`src/hw/ufc_regs_cfg.svh`:
```
`ifndef UFC_REGS_CFG_SVH
`define UFC_REGS_CFG_SVH

// register byte addresses
`define UFC_ADDR_FWD_CTRL 8'h68
`define UFC_ADDR_CARD_VID 8'h6c
`define UFC_ADDR_UP3_UPPER 8'h64
// field positions in the shared word at 68h
`define UFC_TX_TERM_LSB 12
`define UFC_RX_TERM_LSB 14
`define UFC_PAGE_LSB 16
`define UFC_PAGE_EXT_BIT 20
`define UFC_FWD64_BIT 21
`define UFC_SPLIT_LSB 30
// reset values
`define UFC_TX_TERM_RST 2'h0
`define UFC_RX_TERM_RST 2'h0
`define UFC_PAGE_RST 4'h0
`define UFC_PAGE_EXT_RST 1'h0
`define UFC_FWD64_RST 1'h0
`define UFC_SPLIT_RST 2'h2
`define UFC_UP3_UPPER_RST 32'h0
// arbitrary neutral identity value
`define UFC_CARD_VID_DEF 16'h5a5a
// page size table bases (log2 of bytes)
`define UFC_PAGE_LOG2_NORMAL 6'h07
`define UFC_PAGE_LOG2_COARSE 6'h16
// split boundaries in bytes
`define UFC_SPLIT_32 8'h20
`define UFC_SPLIT_64 8'h40
`define UFC_SPLIT_128 8'h80
// axi responses
`define UFC_RESP_OKAY 2'h0
`define UFC_RESP_SLVERR 2'h2

`endif

```
`src/hw/ufc_pkg.sv`:
```
package ufc_pkg;

    // settings word as consumed by the forwarding datapath
    typedef struct packed {
        logic [1:0] tx_term;
        logic [1:0] rx_term;
        logic [3:0] page_code;
        logic page_ext;
        logic fwd64_en;
        logic [1:0] split_sel;
    } ufc_ctrl_t;

    // decoded forwarding view
    typedef struct packed {
        logic win2_en;
        logic [5:0] page_log2;
        logic [7:0] split_bytes;
        logic fwd64_by_range;
    } ufc_decode_t;

endpackage

```
`src/hw/ufc_decode.sv`:
```
`timescale 1ns/10ps
`include "ufc_regs_cfg.svh"

module ufc_decode
    import ufc_pkg::*;
(
    input wire ufc_pkg::ufc_ctrl_t ctrl_i,
    output ufc_pkg::ufc_decode_t dec_o
);
    import ufc_pkg::*;

    // page table and split decode
    always_comb
    begin
        dec_o = '0;
        dec_o.fwd64_by_range = ctrl_i.fwd64_en;
        if (ctrl_i.page_code == 4'h0)
        begin
            dec_o.win2_en = 1'b0;
        end
        else if (!ctrl_i.page_ext)
        begin
            dec_o.win2_en = 1'b1;
            dec_o.page_log2 = `UFC_PAGE_LOG2_NORMAL + {2'h0, ctrl_i.page_code};
        end
        else if (ctrl_i.page_code[3:2] == 2'h0)
        begin
            dec_o.win2_en = 1'b1;
            dec_o.page_log2 = `UFC_PAGE_LOG2_COARSE + {2'h0, ctrl_i.page_code};
        end
        if (ctrl_i.split_sel[1])
        begin
            dec_o.split_bytes = `UFC_SPLIT_128;
        end
        else if (ctrl_i.split_sel[0])
        begin
            dec_o.split_bytes = `UFC_SPLIT_64;
        end
        else
        begin
            dec_o.split_bytes = `UFC_SPLIT_32;
        end
    end

endmodule

```
`src/hw/ufc_regs.sv`:
```
// Operation
// - tx termination select at bits 13:12, reset 00.
// - rx termination select at bits 15:14, reset 00.
// - extension clear: page codes 1..15 give 256 bytes doubling to 4M.
// - extension set: codes 1..3 give 8M..32M; 01xx and 1xxx disable window two.
// - page code 0000 disables window two; field resets to zero.
// - bit 20 picks normal or coarse page table, reset 0.
// - bit 21 picks upstream 64-bit forwarding by range, reset 0.
// - bits 31:30 pick write split boundary 32/64/128, reset 10.
// - read-only card vendor id at 6Ch bits 15:0.
// - 64-bit compare takes upper base from register at 64h.
`timescale 1ns/10ps
`include "ufc_regs_cfg.svh"

module ufc_regs
    import ufc_pkg::*;
#(
    parameter int ADDR_W = 8,
    parameter logic [15:0] CARD_VID = `UFC_CARD_VID_DEF
)
(
    input wire logic core_clk_i,
    input wire logic nrst_i,
    input wire logic [ADDR_W-1:0] s_axi_awaddr_i,
    input wire logic s_axi_awvalid_i,
    output logic s_axi_awready_o,
    input wire logic [31:0] s_axi_wdata_i,
    input wire logic [3:0] s_axi_wstrb_i,
    input wire logic s_axi_wvalid_i,
    output logic s_axi_wready_o,
    output logic [1:0] s_axi_bresp_o,
    output logic s_axi_bvalid_o,
    input wire logic s_axi_bready_i,
    input wire logic [ADDR_W-1:0] s_axi_araddr_i,
    input wire logic s_axi_arvalid_i,
    output logic s_axi_arready_o,
    output logic [31:0] s_axi_rdata_o,
    output logic [1:0] s_axi_rresp_o,
    output logic s_axi_rvalid_o,
    input wire logic s_axi_rready_i,
    output ufc_pkg::ufc_ctrl_t ctrl_o,
    output ufc_pkg::ufc_decode_t dec_o,
    output logic [31:0] up3_upper_base_o
);
    import ufc_pkg::*;

    // refuse address widths that the byte-address decode cannot serve
    if (ADDR_W < 8 || ADDR_W > 32)
    begin : g_addr_w_check
        $error("ADDR_W must be 8..32");
    end

    logic aw_held_reg;
    logic [ADDR_W-1:0] aw_addr_reg;
    logic w_held_reg;
    logic [31:0] w_data_reg;
    logic [3:0] w_strb_reg;
    logic bvalid_reg;
    logic [1:0] bresp_reg;
    logic rvalid_reg;
    logic [31:0] rdata_reg;
    logic [1:0] rresp_reg;
    ufc_ctrl_t ctrl_reg;
    logic [31:0] up3_upper_reg;
    logic do_write;
    logic [7:0] wr_addr;
    logic [7:0] rd_addr;
    logic [31:0] word68;
    logic [31:0] rd_next;

    assign wr_addr = aw_addr_reg[7:0];
    assign rd_addr = s_axi_araddr_i[7:0];

    // ready while the slot is empty and no response is pending
    assign s_axi_awready_o = !aw_held_reg && !bvalid_reg;
    assign s_axi_wready_o = !w_held_reg && !bvalid_reg;
    assign s_axi_arready_o = !rvalid_reg;
    assign do_write = aw_held_reg && w_held_reg && !bvalid_reg;

    // capture write address
    always_ff @(posedge core_clk_i)
    begin
        if (!nrst_i)
        begin
            aw_held_reg <= 1'b0;
            aw_addr_reg <= '0;
        end
        else if (s_axi_awvalid_i && s_axi_awready_o)
        begin
            aw_held_reg <= 1'b1;
            aw_addr_reg <= s_axi_awaddr_i;
        end
        else if (do_write)
        begin
            aw_held_reg <= 1'b0;
        end
    end

    // capture write data
    always_ff @(posedge core_clk_i)
    begin
        if (!nrst_i)
        begin
            w_held_reg <= 1'b0;
            w_data_reg <= 32'h0;
            w_strb_reg <= 4'h0;
        end
        else if (s_axi_wvalid_i && s_axi_wready_o)
        begin
            w_held_reg <= 1'b1;
            w_data_reg <= s_axi_wdata_i;
            w_strb_reg <= s_axi_wstrb_i;
        end
        else if (do_write)
        begin
            w_held_reg <= 1'b0;
        end
    end

    // write response
    always_ff @(posedge core_clk_i)
    begin
        if (!nrst_i)
        begin
            bvalid_reg <= 1'b0;
            bresp_reg <= `UFC_RESP_OKAY;
        end
        else if (do_write)
        begin
            bvalid_reg <= 1'b1;
            if (wr_addr == `UFC_ADDR_FWD_CTRL || wr_addr == `UFC_ADDR_CARD_VID
                || wr_addr == `UFC_ADDR_UP3_UPPER)
            begin
                bresp_reg <= `UFC_RESP_OKAY;
            end
            else
            begin
                bresp_reg <= `UFC_RESP_SLVERR;
            end
        end
        else if (s_axi_bready_i)
        begin
            bvalid_reg <= 1'b0;
        end
    end

    // fields of the shared word at 68h
    always_ff @(posedge core_clk_i)
    begin
        if (!nrst_i)
        begin
            ctrl_reg.tx_term <= `UFC_TX_TERM_RST;
            ctrl_reg.rx_term <= `UFC_RX_TERM_RST;
            ctrl_reg.page_code <= `UFC_PAGE_RST;
            ctrl_reg.page_ext <= `UFC_PAGE_EXT_RST;
            ctrl_reg.fwd64_en <= `UFC_FWD64_RST;
            ctrl_reg.split_sel <= `UFC_SPLIT_RST;
        end
        else if (do_write && wr_addr == `UFC_ADDR_FWD_CTRL)
        begin
            if (w_strb_reg[1])
            begin
                ctrl_reg.tx_term <= w_data_reg[`UFC_TX_TERM_LSB +: 2];
                ctrl_reg.rx_term <= w_data_reg[`UFC_RX_TERM_LSB +: 2];
            end
            if (w_strb_reg[2])
            begin
                ctrl_reg.page_code <= w_data_reg[`UFC_PAGE_LSB +: 4];
                ctrl_reg.page_ext <= w_data_reg[`UFC_PAGE_EXT_BIT];
                ctrl_reg.fwd64_en <= w_data_reg[`UFC_FWD64_BIT];
            end
            if (w_strb_reg[3])
            begin
                ctrl_reg.split_sel <= w_data_reg[`UFC_SPLIT_LSB +: 2];
            end
        end
    end

    // upper base for the third upstream range
    always_ff @(posedge core_clk_i)
    begin
        if (!nrst_i)
        begin
            up3_upper_reg <= `UFC_UP3_UPPER_RST;
        end
        else if (do_write && wr_addr == `UFC_ADDR_UP3_UPPER)
        begin
            for (int i = 0; i < 4; i++)
            begin
                if (w_strb_reg[i])
                begin
                    up3_upper_reg[i*8 +: 8] <= w_data_reg[i*8 +: 8];
                end
            end
        end
    end

    // read view of the shared word, unlisted bits read zero
    always_comb
    begin
        word68 = 32'h0;
        word68[`UFC_TX_TERM_LSB +: 2] = ctrl_reg.tx_term;
        word68[`UFC_RX_TERM_LSB +: 2] = ctrl_reg.rx_term;
        word68[`UFC_PAGE_LSB +: 4] = ctrl_reg.page_code;
        word68[`UFC_PAGE_EXT_BIT] = ctrl_reg.page_ext;
        word68[`UFC_FWD64_BIT] = ctrl_reg.fwd64_en;
        word68[`UFC_SPLIT_LSB +: 2] = ctrl_reg.split_sel;
    end

    // read mux
    always_comb
    begin
        rd_next = 32'h0;
        case (rd_addr)
            `UFC_ADDR_FWD_CTRL: rd_next = word68;
            `UFC_ADDR_CARD_VID: rd_next = {16'h0, CARD_VID};
            `UFC_ADDR_UP3_UPPER: rd_next = up3_upper_reg;
            default: rd_next = 32'h0;
        endcase
    end

    // read response
    always_ff @(posedge core_clk_i)
    begin
        if (!nrst_i)
        begin
            rvalid_reg <= 1'b0;
            rdata_reg <= 32'h0;
            rresp_reg <= `UFC_RESP_OKAY;
        end
        else if (s_axi_arvalid_i && s_axi_arready_o)
        begin
            rvalid_reg <= 1'b1;
            rdata_reg <= rd_next;
            if (rd_addr == `UFC_ADDR_FWD_CTRL || rd_addr == `UFC_ADDR_CARD_VID
                || rd_addr == `UFC_ADDR_UP3_UPPER)
            begin
                rresp_reg <= `UFC_RESP_OKAY;
            end
            else
            begin
                rresp_reg <= `UFC_RESP_SLVERR;
            end
        end
        else if (s_axi_rready_i)
        begin
            rvalid_reg <= 1'b0;
        end
    end

    assign s_axi_bvalid_o = bvalid_reg;
    assign s_axi_bresp_o = bresp_reg;
    assign s_axi_rvalid_o = rvalid_reg;
    assign s_axi_rdata_o = rdata_reg;
    assign s_axi_rresp_o = rresp_reg;
    assign ctrl_o = ctrl_reg;
    assign up3_upper_base_o = up3_upper_reg;

    // page and split decode
    ufc_decode u_decode
    (
        .ctrl_i(ctrl_reg),
        .dec_o(dec_o)
    );
endmodule

```
`config.mk`:
```
export PLATFORM = sky130hd
export DESIGN_NAME = ufc_regs
export DESIGN_NICKNAME = d
export VERILOG_FILES = /design/src/hw/ufc_pkg.sv /design/src/hw/ufc_decode.sv /design/src/hw/ufc_regs.sv
export VERILOG_INCLUDE_DIRS = /design/src /design/src/hw
export SDC_FILE = /design/constraint.sdc
export NUM_CORES = 1
export LEC_CHECK = 0
export ABC_AREA = 1
export BUFFER_PORTS_ARGS = -buffer_cell sky130_fd_sc_hd__buf_2
export CAP_MARGIN = 20
export CORE_UTILIZATION = 54
export DETAILED_ROUTE_END_ITERATION = 16
export PLACE_DENSITY = 0.84
export SKIP_LAST_GASP = 1
export SLEW_MARGIN = 10
export SYNTH_ARGS = -nofsm -noshare
export SYNTH_HDL_FRONTEND = slang
export SYNTH_SLANG_ARGS = --single-unit
```
`constraint.sdc`:
```
create_clock -name core_clk_i -period 4.7 [get_ports core_clk_i]
set_clock_uncertainty 0.05 [all_clocks]
set_input_delay 1.41 -clock core_clk_i [delete_from_list [all_inputs] [get_ports core_clk_i]]
set_output_delay 1.41 -clock core_clk_i [all_outputs]
set_load 0.01 [all_outputs]
```
==> flow_summary.ini <==
[outcome]
run_status = finished, final reports clean

[worst_setup_path]
setup.worst_path.class = reg2out
worstRegToRegCells = 6
critPathLaunchType = register
worst-path-max-fanout = 5
cp_data_required_time_ns = 3.24
worst-endpoint-arrival_ns = 1.99
worst_setup_path_startpoint = ctrl_o[4]
timing.critical_path.to_type = primary output
r2r_start = s_axi_rvalid_o

[synthesis]
synthesis.yosys.warnings = 0
leading_area_contributor_after_synthesis = dfxtp_1
yosys.area.top_type_share_pct = 49.6
cell_types_occupying_the_most_area_after_synthesis = dfxtp_1, nor2_1, o21ai_0
postSynthRegisterBits = 126
synthesis.area_sq_mm = 0.00509
yosysSeqAreaShare_pct = 49.6
synth_cells = 689
synth_area_per_cell_sq_um = 7.38
yosys_cell_types = 31

[drt]
final_antenna_net_count = 0
post_drt_wl_per_cell_um = 13.4
finalWirelength_um = 12800
number_of_detailed_route_iterations_in_the_first_pass = 5
via_count = 4930
vias_per_cell = 5.17
drc = 0
drt-initial-drc-count = 195

[clock_tree]
cts_num_sinks = 126
cts_repair_resize_count = 0
clock_latency_of_the_later_clocked_register_in_the_worst_skew_pair_ns = 0.51
post_cts_buffers = 0
worst_setup_hold_path_clk_slew_ns = 0.06
cts.hold.buffers_added = 0
clock_tree.root_cell = clkbuf_8
cts_max_level = 4
cts_made_buffers = 17
clockBufferDepth = 2
cts_tree = built

[die]
core_area_sq_mm = 0.00920
io_pins = 160
initial_utilization_pct = 55.3
fp.dieW_um = 99.1
core.rowCount = 35
floorplan_die_height_um = 99.1
die_area_sq_mm = 0.00981

[global_routing]
overflow_after_grt = 0
global_route.usage.total_pct = 26.7
wire_length_of_the_first_global_routing_pass_um = 20600
grt_max_degree = 59
first_global_vias = 4435
antenna_violations_before_repair = 0

[sta]
rsz0062_at_grt = no
timing_worst_slew_pin_value_ns = 0.838
max_slew_margin_pct = 43.9
clock.fmax_ghz = 0.290
total_count_of_hold_check_failures_in_the_final_report = 0
hold_slack_ns = 0.410
slew_violations = 0
min_period_over_period_pct = 73.5
setup_viol_count_final = 0
period_needed_ns = 3.45
finalSetupTns_ns = 0

[pwr]
power-per-cell-area_mw_per_mm2 = 418
power.ir.vdd_worst_mv = 0.243
static_power_due_to_leakage_nw = 3.05

[hold_path]
whs_path_depth = 2
timing.hold.worst.class = reg2reg
hold_start = s_axi_rdata_o[6]

[place]
final_weighted_congestion_in_routability_driven_placement = 0.907
placement.io_buffers = 152
dpl_wire_length_um = 8670
post_dp_cell_area_sq_mm = 0.00585

[layout]
antenna_cells = 0
areaGrowthSynthToFinish_pct = 27.9
final_area_sq_mm = 0.00651
drive_gt1_share_pct = 24.9
num-fill-cells = 734
design.final.nets = 894

[run]
cap_violations = 0
-- report_power, final --
group	switching, mW	internal (mW)	total, mW
sequential	0.0297	1.12	1.15
combinational	0.121	0.0736	0.195
clock	0.495	0.887	1.38
total	0.646	2.08	2.72
-- kinds of logic after synthesis --
kind of cell / Yosys count / synth area share (%)
flops: 126 / 49.6
compound gates: 160 / 16.0
simple gates: 312 / 25.7
other cells: 1 / 0.0737
buf+inv: 85 / 7.40
fa+ha+maj: 5 / 1.23
-- cell usage after synthesis --
| cell | count |
|---|---|
| inv_1 | 39 |
| conb_1 | 1 |
| or2_2 | 1 |
| nand3b_1 | 1 |
| clkbuf_1 | 21 |
| nor2_8 | 1 |
| nand3_4 | 1 |
| ha_1 | 5 |
| buf_6 | 1 |
| buf_4 | 10 |
| o21ai_1 | 8 |
| a211oi_1 | 1 |
| buf_2 | 7 |
| a21oi_1 | 43 |
| nand3_1 | 20 |
| a311oi_1 | 1 |
| o21ai_0 | 103 |
| nor2_2 | 2 |
| clkbuf_2 | 1 |
| o21a_1 | 1 |
| nand3_2 | 6 |
| nor2_1 | 176 |
| o211ai_1 | 2 |
| nand2_1 | 98 |
| o22ai_1 | 1 |
| clkinv_1 | 1 |
| nor2_4 | 3 |
| nand2_2 | 3 |
| inv_2 | 4 |
| dfxtp_1 | 126 |
| inv_4 | 1 |
-- cell type report --
type / instances / area [sq um] / area share, %
clock buffers: 18 / 428 / 6.58
clock inverters: 14 / 205 / 3.15
inverters: 45 / 171 / 2.63
multi-input cells: 484 / 2210 / 34.0
flip-flops and latches: 126 / 2520 / 38.8
well taps: 111 / 139 / 2.13
repair buffers: 156 / 831 / 12.8
-- path summary, 6_finish.rpt --
kind | end | slack [ns]
worst max register to register | s_axi_rdata_o[26] | 2.63
worst max-delay path | dec_o[11] | 1.25
worst min-delay path | s_axi_rdata_o[6] | 0.41
worst min register to register | s_axi_rdata_o[6] | 0.41
-- cells in the final DEF, fill, tap and decap left out, drive strengths merged --
cell / Yosys / final
a211oi: 1 / 1
o21a: 1 / 1
inv: 44 / 50
nand2: 101 / 101
nand3b: 1 / 1
a21oi: 43 / 43
o211ai: 2 / 2
o22ai: 1 / 1
conb: 1 / 7
clkbuf: 22 / 18
clkinvlp: 0 / 2
a311oi: 1 / 1
nor2: 182 / 182
o21ai: 111 / 111
clkinv: 1 / 3
ha: 5 / 5
buf: 18 / 156
bufinv: 0 / 4
dfxtp: 126 / 126
or2: 1 / 1
nand3: 27 / 27
-- critical path, cell delays in order (launching register included) --
cell and delay (ns):
dfxtp_1 0.41, inv_1 0.14, ha_1 0.22, or2_2 0.29, a311oi_1 0.25, buf_2 0.17
-- layer usage --
layer | GRT usage, % | wire, um | up-vias
li1 | - | - | 2485
met1 | 32.2 | 5320 | 2230
met2 | 46.3 | 6390 | 185
met3 | 5.32 | 782 | 30
met4 | 11.5 | 321 | 0
met5 | 0 | 0 | -
-- metrics by stage --
stage / total power [mW] / setup WS, ns / instances / utilization (%)
5_1_grt: 2.82 / 1.15 / 954 / 70.7
3_3_place_gp: 1.34 / 1.33 / 920 / 63.3
4_1_cts: 2.73 / 1.22 / 953 / 70.4
2_1_floorplan: 1.29 / 1.83 / 695 / -
3_5_place_dp: 1.35 / 1.33 / 921 / 63.6
6_report: 2.72 / 1.25 / 954 / 70.7
Note: power is estimated with default switching activity, not from simulation.
